## src/shared/casd_cfg.svh

```systemverilog
// Purpose: constants for the alu status datapath
// Assumes: 16-bit data path, 10 MHz core clock
// Notes: included by the alu and divider design files
`ifndef CASD_CFG_SVH
`define CASD_CFG_SVH
`define CASD_SR_C 0
`define CASD_SR_Z 1
`define CASD_SR_OV 2
`define CASD_SR_N 3
`define CASD_SR_RA 4
`define CASD_SR_IPL_LO 5
`define CASD_SR_IPL_HI 7
`define CASD_SR_DC 8
`define CASD_CC_PRIORITY_LEVEL_MSB 3
`define CASD_CC_RSVD 2
`define CASD_IPL_USER_OFF 4'h7
`define CASD_DIV_CYCLES 19
`define CASD_DIV_BITS 5'h10
`define CASD_DIV_LAST 5'h0F
`endif

```

## src/shared/casd_pkg.sv

```systemverilog
// Purpose: shared types of the alu status datapath
// Assumes: nothing beyond the cfg header
// Notes: nothing is imported; use casd_pkg::name
package casd_pkg;
   typedef enum logic [3:0] {
      OP_ADD = 4'h0,
      OP_ADDC = 4'h1,
      OP_SUB = 4'h2,
      OP_SUBB = 4'h3,
      OP_AND = 4'h4,
      OP_IOR = 4'h5,
      OP_XOR = 4'h6,
      OP_SHIFT_LEFT = 4'h7,
      OP_ARITH_SHIFT_RIGHT = 4'h8,
      OP_LOGICAL_SHIFT_RIGHT = 4'h9,
      OP_MUL = 4'hA,
      OP_DIV = 4'hB
   } casd_op_type;
   typedef enum logic [2:0] {
      MUL_SS = 3'h0,
      MUL_UU = 3'h1,
      MUL_SU = 3'h2,
      MUL_US = 3'h3,
      MUL_S_LIT = 3'h4,
      MUL_U_LIT = 3'h5,
      MUL_U8 = 3'h6
   } casd_mul_type;
   typedef enum logic [1:0] {
      DIV_IDLE = 2'h0,
      DIV_PREP = 2'h1,
      DIV_ITER = 2'h2,
      DIV_FIX = 2'h3
   } casd_div_state_type;
endpackage

```

## src/hdl/casd_alu_status.sv

```systemverilog
// Purpose: 16-bit alu, multiplier, divider and status/control words
// Assumes: operands and write strobes are synchronous to mclk_i
// Notes: alu results, product and flags update on the edge that takes the operation; divide results follow 18 edges later
`timescale 1ns/10ps
`include "casd_cfg.svh"
module casd_alu_status (
   input wire logic mclk_i,
   input wire logic rst_n_i,
   input wire logic op_valid_i,
   input wire casd_pkg::casd_op_type op_code_i,
   input wire logic byte_mode_i,
   input wire logic [15:0] opa_i,
   input wire logic [15:0] opb_i,
   input wire logic [4:0] lit5_i,
   input wire logic [3:0] shamt_i,
   input wire casd_pkg::casd_mul_type mul_mode_i,
   input wire logic div_signed_i,
   input wire logic div_wide_i,
   input wire logic [31:0] div_dividend_i,
   input wire logic [15:0] div_divisor_i,
   input wire logic div_hold_i,
   input wire logic repeat_active_i,
   input wire logic nesting_disable_i,
   input wire logic ipl_load_i,
   input wire logic [3:0] ipl_value_i,
   input wire logic sr_wr_i,
   input wire logic [15:0] sr_wdata_i,
   input wire logic cc_wr_i,
   input wire logic [15:0] cc_wdata_i,
   output logic [15:0] result_o,
   output logic result_valid_o,
   output logic [31:0] product_o,
   output logic div_busy_o,
   output logic div_done_o,
   output logic [15:0] wreg_zero_o,
   output logic [15:0] wreg_one_o,
   output logic [15:0] sr_rdata_o,
   output logic [15:0] cc_rdata_o,
   output logic [3:0] cpu_priority_o,
   output logic user_irq_off_o
);
   logic c_q, z_q, ov_q, n_q, dc_q, ra_q, priority_level_msb_q;
   logic [2:0] ipl_q;
   logic [15:0] res;
   logic c_n, z_n, ov_n, n_n, dc_n;
   logic aff_c, aff_z, aff_ov, aff_n, aff_dc, z_sticky;
   logic is_sub, cin;
   logic [15:0] a, b;
   logic [16:0] sum;
   logic [16:0] mul_x, mul_y;
   logic [33:0] prod;
   logic div_start;
   logic flag_op;

   // low byte or full word selector for sign, carry and zero
   function automatic logic msb_of(input logic [16:0] v, input logic bm);
      msb_of = bm ? v[7] : v[15];
   endfunction

   function automatic logic is_zero(input logic [15:0] v, input logic bm);
      is_zero = bm ? (v[7:0] == 8'h00) : (v == 16'h0000);
   endfunction

   assign flag_op = op_valid_i && op_code_i != casd_pkg::OP_MUL && op_code_i != casd_pkg::OP_DIV;
   assign is_sub = op_code_i == casd_pkg::OP_SUB || op_code_i == casd_pkg::OP_SUBB;
   assign a = byte_mode_i ? {8'h00, opa_i[7:0]} : opa_i;
   assign b = byte_mode_i ? {8'h00, (is_sub ? ~opb_i[7:0] : opb_i[7:0])} : (is_sub ? ~opb_i : opb_i);
   // subtract is a + ~b + 1, so carry out reads as not-borrow
   assign cin = (op_code_i == casd_pkg::OP_SUB) ? 1'b1 :
      (op_code_i == casd_pkg::OP_ADDC || op_code_i == casd_pkg::OP_SUBB) ? c_q : 1'b0;
   assign sum = 17'({1'b0, a} + {1'b0, b} + {16'h0000, cin});

   always_comb begin
      res = 16'h0000;
      c_n = c_q;
      dc_n = dc_q;
      ov_n = 1'b0;
      aff_c = 1'b0;
      aff_dc = 1'b0;
      aff_ov = 1'b0;
      aff_n = 1'b1;
      aff_z = 1'b1;
      z_sticky = 1'b0;
      case (op_code_i)
         casd_pkg::OP_ADD, casd_pkg::OP_ADDC, casd_pkg::OP_SUB, casd_pkg::OP_SUBB: begin
            res = sum[15:0];
            aff_c = 1'b1;
            aff_dc = 1'b1;
            aff_ov = 1'b1;
            c_n = byte_mode_i ? sum[8] : sum[16];
            // carry out of bit 3 or 7 is the xor of sum and operands one bit up
            dc_n = byte_mode_i ? (sum[4] ^ a[4] ^ b[4]) : (sum[8] ^ a[8] ^ b[8]);
            ov_n = (msb_of({1'b0, a}, byte_mode_i) == msb_of({1'b0, b}, byte_mode_i)) &&
               (msb_of(sum, byte_mode_i) != msb_of({1'b0, a}, byte_mode_i));
            z_sticky = op_code_i == casd_pkg::OP_ADDC || op_code_i == casd_pkg::OP_SUBB;
         end
         casd_pkg::OP_AND: begin
            res = a & b;
         end
         casd_pkg::OP_IOR: begin
            res = a | b;
         end
         casd_pkg::OP_XOR: begin
            res = a ^ b;
         end
         casd_pkg::OP_SHIFT_LEFT: begin
            res = 16'(a << shamt_i);
            aff_c = shamt_i == 4'h1;
            c_n = msb_of({1'b0, a}, byte_mode_i);
         end
         casd_pkg::OP_ARITH_SHIFT_RIGHT: begin
            res = byte_mode_i ? {8'h00, 8'($signed(a[7:0]) >>> shamt_i)} :
               16'($signed(a) >>> shamt_i);
            aff_c = shamt_i == 4'h1;
            c_n = a[0];
         end
         casd_pkg::OP_LOGICAL_SHIFT_RIGHT: begin
            res = a >> shamt_i;
            aff_c = shamt_i == 4'h1;
            c_n = a[0];
         end
         default: begin
            aff_n = 1'b0;
            aff_z = 1'b0;
         end
      endcase
      if (byte_mode_i) begin
         res[15:8] = 8'h00;
      end
   end
   assign n_n = msb_of({1'b0, res}, byte_mode_i);
   assign z_n = is_zero(res, byte_mode_i) ? (z_sticky ? z_q : 1'b1) : 1'b0;

   // 17x17 signed core: the 17th bit extends sign or pads zero
   always_comb begin
      mul_x = {1'b0, opa_i};
      mul_y = {1'b0, opb_i};
      case (mul_mode_i)
         casd_pkg::MUL_SS: begin
            mul_x = {opa_i[15], opa_i};
            mul_y = {opb_i[15], opb_i};
         end
         casd_pkg::MUL_SU: begin
            mul_x = {opa_i[15], opa_i};
         end
         casd_pkg::MUL_US: begin
            mul_y = {opb_i[15], opb_i};
         end
         casd_pkg::MUL_S_LIT: begin
            mul_x = {opa_i[15], opa_i};
            mul_y = {12'h000, lit5_i};
         end
         casd_pkg::MUL_U_LIT: begin
            mul_y = {12'h000, lit5_i};
         end
         casd_pkg::MUL_U8: begin
            mul_x = {9'h000, opa_i[7:0]};
            mul_y = {9'h000, opb_i[7:0]};
         end
         default: begin
            mul_x = {1'b0, opa_i};
         end
      endcase
   end
   // both factors widened to the product width so no high bits are lost
   assign prod = $signed({{17{mul_x[16]}}, mul_x}) * $signed({{17{mul_y[16]}}, mul_y});

   always_ff @(posedge mclk_i or negedge rst_n_i) begin
      if (!rst_n_i) begin
         result_o <= 16'h0000;
         result_valid_o <= 1'b0;
         product_o <= 32'h0000_0000;
      end else begin
         result_valid_o <= flag_op || (op_valid_i && op_code_i == casd_pkg::OP_MUL);
         if (flag_op) begin
            result_o <= res;
         end
         if (op_valid_i && op_code_i == casd_pkg::OP_MUL) begin
            product_o <= prod[31:0];
         end
      end
   end

   // software writes first, then the hardware update overrides
   always_ff @(posedge mclk_i or negedge rst_n_i) begin
      if (!rst_n_i) begin
         c_q <= 1'b0;
         z_q <= 1'b0;
         ov_q <= 1'b0;
         n_q <= 1'b0;
         dc_q <= 1'b0;
      end else begin
         if (sr_wr_i) begin
            c_q <= sr_wdata_i[`CASD_SR_C];
            z_q <= sr_wdata_i[`CASD_SR_Z];
            ov_q <= sr_wdata_i[`CASD_SR_OV];
            n_q <= sr_wdata_i[`CASD_SR_N];
            dc_q <= sr_wdata_i[`CASD_SR_DC];
         end
         if (flag_op) begin
            if (aff_c) c_q <= c_n;
            if (aff_dc) dc_q <= dc_n;
            if (aff_ov) ov_q <= ov_n;
            if (aff_n) n_q <= n_n;
            if (aff_z) z_q <= z_n;
         end
      end
   end

   always_ff @(posedge mclk_i or negedge rst_n_i) begin
      if (!rst_n_i) begin
         ra_q <= 1'b0;
      end else begin
         ra_q <= repeat_active_i;
      end
   end

   always_ff @(posedge mclk_i or negedge rst_n_i) begin
      if (!rst_n_i) begin
         ipl_q <= 3'h0;
         priority_level_msb_q <= 1'b0;
      end else if (ipl_load_i) begin
         ipl_q <= ipl_value_i[2:0];
         priority_level_msb_q <= ipl_value_i[3];
      end else begin
         if (sr_wr_i && !nesting_disable_i) begin
            ipl_q <= sr_wdata_i[`CASD_SR_IPL_HI:`CASD_SR_IPL_LO];
         end
         if (cc_wr_i && !cc_wdata_i[`CASD_CC_PRIORITY_LEVEL_MSB]) begin
            priority_level_msb_q <= 1'b0;
         end
      end
   end

   always_comb begin
      sr_rdata_o = 16'h0000;
      sr_rdata_o[`CASD_SR_C] = c_q;
      sr_rdata_o[`CASD_SR_Z] = z_q;
      sr_rdata_o[`CASD_SR_OV] = ov_q;
      sr_rdata_o[`CASD_SR_N] = n_q;
      sr_rdata_o[`CASD_SR_RA] = ra_q;
      sr_rdata_o[`CASD_SR_IPL_HI:`CASD_SR_IPL_LO] = ipl_q;
      sr_rdata_o[`CASD_SR_DC] = dc_q;
      cc_rdata_o = 16'h0000;
      cc_rdata_o[`CASD_CC_RSVD] = 1'b1;
      cc_rdata_o[`CASD_CC_PRIORITY_LEVEL_MSB] = priority_level_msb_q;
   end
   assign cpu_priority_o = {priority_level_msb_q, ipl_q};
   assign user_irq_off_o = cpu_priority_o >= `CASD_IPL_USER_OFF;

   assign div_start = op_valid_i && op_code_i == casd_pkg::OP_DIV && !div_busy_o;
   casd_divider u_div (
      .mclk_i(mclk_i),
      .rst_n_i(rst_n_i),
      .start_i(div_start),
      .hold_i(div_hold_i),
      .signed_i(div_signed_i),
      .wide_i(div_wide_i),
      .dividend_i(div_dividend_i),
      .divisor_i(div_divisor_i),
      .busy_o(div_busy_o),
      .done_o(div_done_o),
      .quot_o(wreg_zero_o),
      .rem_o(wreg_one_o)
   );

   localparam logic [3:0] USER_OFF_LVL = `CASD_IPL_USER_OFF;
endmodule

```

## src/hdl/casd_divider.sv

```systemverilog
// Purpose: iterative 16-bit divisor divider, one bit per cycle
// Assumes: dividend upper half below divisor for a valid wide quotient
// Notes: hold freezes every step so the divide pauses at any boundary
`timescale 1ns/10ps
`include "casd_cfg.svh"
module casd_divider (
   input wire logic mclk_i,
   input wire logic rst_n_i,
   input wire logic start_i,
   input wire logic hold_i,
   input wire logic signed_i,
   input wire logic wide_i,
   input wire logic [31:0] dividend_i,
   input wire logic [15:0] divisor_i,
   output logic busy_o,
   output logic done_o,
   output logic [15:0] quot_o,
   output logic [15:0] rem_o
);
   casd_pkg::casd_div_state_type state_q;
   logic [31:0] acc_q;
   logic [15:0] dvs_q;
   logic [4:0] cnt_q;
   logic neg_q_q;
   logic neg_r_q;
   logic [16:0] top;
   logic fits;

   function automatic logic [15:0] neg16(input logic [15:0] v, input logic n);
      neg16 = n ? 16'(~v + 16'h0001) : v;
   endfunction

   assign top = acc_q[31:15];
   assign fits = top >= {1'b0, dvs_q};
   assign busy_o = state_q != casd_pkg::DIV_IDLE;

   always_ff @(posedge mclk_i or negedge rst_n_i) begin
      if (!rst_n_i) begin
         state_q <= casd_pkg::DIV_IDLE;
         acc_q <= 32'h0000_0000;
         dvs_q <= 16'h0000;
         cnt_q <= 5'h00;
         neg_q_q <= 1'b0;
         neg_r_q <= 1'b0;
      end else if (!hold_i) begin
         case (state_q)
            casd_pkg::DIV_IDLE: begin
               if (start_i) begin
                  // narrow dividend is extended to the pair form first
                  acc_q <= wide_i ? dividend_i :
                     {{16{signed_i & dividend_i[15]}}, dividend_i[15:0]};
                  dvs_q <= divisor_i;
                  state_q <= casd_pkg::DIV_PREP;
               end
            end
            casd_pkg::DIV_PREP: begin
               neg_r_q <= signed_i & acc_q[31];
               neg_q_q <= signed_i & (acc_q[31] ^ dvs_q[15]);
               acc_q <= (signed_i & acc_q[31]) ? 32'(~acc_q + 32'h0000_0001) : acc_q;
               dvs_q <= neg16(dvs_q, signed_i & dvs_q[15]);
               cnt_q <= 5'h00;
               state_q <= casd_pkg::DIV_ITER;
            end
            casd_pkg::DIV_ITER: begin
               // restoring step: one quotient bit per cycle
               acc_q <= fits ? {16'(top - {1'b0, dvs_q}), acc_q[14:0], 1'b1} :
                  {top[15:0], acc_q[14:0], 1'b0};
               cnt_q <= 5'(cnt_q + 5'h01);
               if (cnt_q == `CASD_DIV_LAST) begin
                  state_q <= casd_pkg::DIV_FIX;
               end
            end
            default: begin
               state_q <= casd_pkg::DIV_IDLE;
            end
         endcase
      end
   end

   always_ff @(posedge mclk_i or negedge rst_n_i) begin
      if (!rst_n_i) begin
         quot_o <= 16'h0000;
         rem_o <= 16'h0000;
         done_o <= 1'b0;
      end else begin
         done_o <= !hold_i && state_q == casd_pkg::DIV_FIX;
         if (!hold_i && state_q == casd_pkg::DIV_FIX) begin
            quot_o <= neg16(acc_q[15:0], neg_q_q);
            rem_o <= neg16(acc_q[31:16], neg_r_q);
         end
      end
   end
endmodule

```

## config.mk

```make
export PLATFORM = sky130hd
export DESIGN_NAME = casd_alu_status
export DESIGN_NICKNAME = d
export VERILOG_FILES = /design/src/shared/casd_pkg.sv /design/src/hdl/casd_alu_status.sv /design/src/hdl/casd_divider.sv
export VERILOG_INCLUDE_DIRS = /design/src /design/src/shared
export SDC_FILE = /design/constraint.sdc
export NUM_CORES = 1
export LEC_CHECK = 0
export BUFFER_PORTS_ARGS = -buffer_cell sky130_fd_sc_hd__buf_2
export CAP_MARGIN = 20
export CELL_PAD_IN_SITES_DETAIL_PLACEMENT = 1
export CELL_PAD_IN_SITES_GLOBAL_PLACEMENT = 2
export CORE_ASPECT_RATIO = 0.6
export CORE_MARGIN = 10
export CORE_UTILIZATION = 37
export DETAILED_ROUTE_END_ITERATION = 8
export PLACE_DENSITY_LB_ADDON = 0.25
export SKIP_LAST_GASP = 1
export SLEW_MARGIN = 40
export SYNTH_ARGS = -nofsm -noshare
export SYNTH_HDL_FRONTEND = slang
export SYNTH_SLANG_ARGS = --single-unit
```

## constraint.sdc

```tcl
create_clock -name mclk_i -period 5 [get_ports mclk_i]
set_input_delay 1 -clock mclk_i [delete_from_list [all_inputs] [get_ports mclk_i]]
set_output_delay 1 -clock mclk_i [all_outputs]
set_load 0.005 [all_outputs]
```

==> metrics <==
status=finished with violations; failing checks=negative setup slack; power per cell area=721 nW/um^2; syn avg cell area=8.18 sq um; max-slew violation count=0; dpl cell area=approximately 28000 sq um; Cell Area, Synth=23500 sq um; Final Critical Period=6.78 ns; most used cell, CP=fa_1; register area share after synthesis=~16%; CTS Buf Count=17; worst setup margin=-1.78 ns; unrepaired setup endpoints after global routing=true; # DRC=0; CP bufs+invs=8; total track usage=26.2%; warnings from Yosys=0; tightest hold margin=0.484 ns; Fmax achieved=147 MHz; final instance area=~30000 sq um; CP Launch Type=input port; Max stage delay on crit path=0.55 ns; CP max-delay cell=fa_1; Hold Path Cell Cnt=2; clock group share of total power=6.5%; Iter 0 DRT Violations=~1700; worst clock skew=0.0182 ns; worst hold path endpoint=u_div.rem_o[4]; GR peak layer=met1; Fin. Hold Viols=0; Gate power share=82.9%; CP endpoint kind=flop; CP max FO=7; endpoints failing setup=25; largest net degree at the start of global routing=69; Crit Path Class=in2reg; htree depth=4; EDFF count, synth=0; Crit. path cell count=29; met3 usage=6.68%; met1 Use GR=39.8%; P_int=0.0108 W; clock sinks=between 100 and 150; initial antenna violation count=3; first-pass GRT wire length=151000 um; layout cell share with drive strength beyond 1=27.4%; total chip power=0.0215 W; Net Switching=0.0107 W; async set-reset flop share out of synthesis=100%; distinct cell type count of the synthesized netlist=83; Worst Min Path Start=u_div.rem_o[4]; Syn-to-layout area delta=27.1%; leakage=14.4 nW; r2r startpoint=c_q; final WL=approximately 100000 um; Routed Antenna Nets=0; io pins=264; die height=approximately 220 um; vias in the first global route=between 20000 and 25000; GR Overflow Total=0; Slew @ Worst Pin=0.784 ns; R2R Setup Slk=0.86 ns; row cnt=71; vias per inst=5.39; Synth top area share=about a quarter; core area=62700 sq um; Initial Utilization=a little under two fifths; Clock Path Buffers=2; CTS tree=built; RePlAce Congestion=1.00; ys flop type=dfrtp_1; WL/cell=23.7 um; Fillers=around 7500; worst path arrival time=7.18 ns; CTS Root Buffer Type=clkbuf_16; Peak VDD IR=about 0.00094 V; Port Buffers=between 200 and 250; post-cts hold buffer count=0; switching power share of the total=49.9%; max-cap violations=0; die width=around 350 um; die area=74200 sq um; Hold Crit Class=reg2reg; Final nets=3890; Synth area leaders=fa_1 (24%), dfrtp_1 (16%), ha_1 (7.5%), inv_1 (6.7%), nand2_1 (5.6%); Reg2Reg Depth=16; grt met2 use=37.5%; worst r2r dst=z_q; Worst path top cell family by delay=adder cells; register share of total power=10.6%; DR pass1 iterations=5; clk_lat worst skew=0.51 ns; Slew HR=around 48%; cell taking the most area after synthesis=fa_1; clk slew on worst S/H paths=0.08 ns; required time of the critical path=5.39 ns; Mapped Cells=about 2900; DR vias=22500; fin crit share=136%; post-DP HPWL=82800 um; #FFs+latches synth=149
[timing repair]
item / CTS / global route
gates resized for setup: 120 / 104
buffers inserted: 24 / 31
endpoints found under the setup margin: 25 / 26
pin swaps: 79 / 86
[routing by layer]
layer | wire (um) | up-vias | share of wire, %
li1 | - | 10200 | -
met1 | 48500 | 11600 | 49
met2 | 41700 | 639 | 42
met3 | 8080 | 65 | 8.2
met4 | 808 | 0 | 0.82
met5 | 0 | - | 0
[cells in the final DEF, fill, tap and decap left out, drive strengths merged, types with 29 or more instances in the layout]
master	count
a21oi	124
dfrtp	149
nand2b	32
inv	427
buf	616
o22ai	29
mux2i	52
nand3	53
nor3	33
fa	285
ha	140
o21ai	190
nor2	277
nand2	353
xor2	63
xnor2	74
[worst max-delay path by stage]
stage	from	slack (ns)	end
final	mul_mode_i[1]	-1.78	product_o[28]
after global routing	mul_mode_i[2]	-2.00	product_o[30]
after CTS	mul_mode_i[0]	-1.73	product_o[30]
after detailed placement	mul_mode_i[1]	-2.57	product_o[29]
after global placement	mul_mode_i[0]	-2.54	product_o[30]
after floorplan	mul_mode_i[2]	-1.85	product_o[30]
[synthesized netlist by cell type, types with 28 or more instances]
master	number
o21ai_0	190
nand2b_1	32
dfrtp_1	149
nor3_1	32
nor2_1	277
inv_1	417
clkbuf_1	144
mux2i_1	52
buf_4	36
xor2_1	63
xnor2_1	74
mux2_2	28
ha_1	140
nand3_1	52
o22ai_1	29
a21oi_1	124
nand2_1	353
fa_1	285
[final cells by class]
| type | count | area, sq um | area share [%] |
|---|---|---|---|
| Multi-Input combinational cell | 2118 | 18400 | 61.8 |
| Tap cell | 839 | 1050 | 3.52 |
| Clock buffer | 17 | 425 | 1.43 |
| Clock inverter | 15 | 158 | 0.529 |
| Timing Repair Buffer | 616 | 4450 | 14.9 |
| Inverter | 419 | 1580 | 5.28 |
| Antenna cell | 2 | 5.00 | 0.0168 |
| Sequential cell | 149 | 3730 | 12.5 |
[state kept, by name (all words and copies together), names as in the netlist, 3 cells and up]
signal,count
ipl_q,3
product_o,32
result_o,16
u_div.acc_q,32
u_div.cnt_q,5
u_div.dvs_q,16
u_div.quot_o,16
u_div.rem_o,16
[worst reg2reg max path, delay by kind of cell (launching register included)]
kind	cells	cell delay, ns
adders and majority gates	2	0.94
muxes	1	0.16
xor gates and xnor gates	1	0.19
AOI/OAI and AO/OA	5	1.14
and+or+nand+nor	5	0.85
DFF	1	0.40
buffers and inverters	2	0.36
[logic make-up (layout without fill, tap and decap cells)]
family | Yosys count | after routing | share of synthesized area (%)
DFF | 149 | 149 | 15.9
muxes | 96 | 96 | 5.10
buffers and inverters | 623 | 1067 | 10.7
other | 2 | 24 | 0.0320
adders and majority gates | 425 | 425 | 31.8
AOI/OAI and AO/OA | 527 | 527 | 13.8
xor gates and xnor gates | 137 | 137 | 5.11
and+or+nand+nor | 911 | 911 | 17.6
[power groups by stage]
stage	logic [W]	registers [W]	clock network [W]
floorplan	0.00954	0.00202	0
global placement	0.0143	0.00225	0
detailed placement	0.0148	0.00229	0
CTS	0.0168	0.00227	0.00144
global route	0.0196	0.00236	0.00149
finish	0.0178	0.00227	0.00140
[per-stage QoR]
stage	worst slack, ns	TNS [ns]	std cells	util, %
after floorplan	-1.85	-30.20	2890	-
after CTS	-1.73	-27.76	4155	46.7
after global placement	-2.54	-46.26	4104	44.7
final	-1.78	-30.17	4175	47.5
after detailed placement	-2.57	-48.60	4105	44.8
after global routing	-2.00	-34.87	4175	47.5
(Power assumes the default switching activity.)
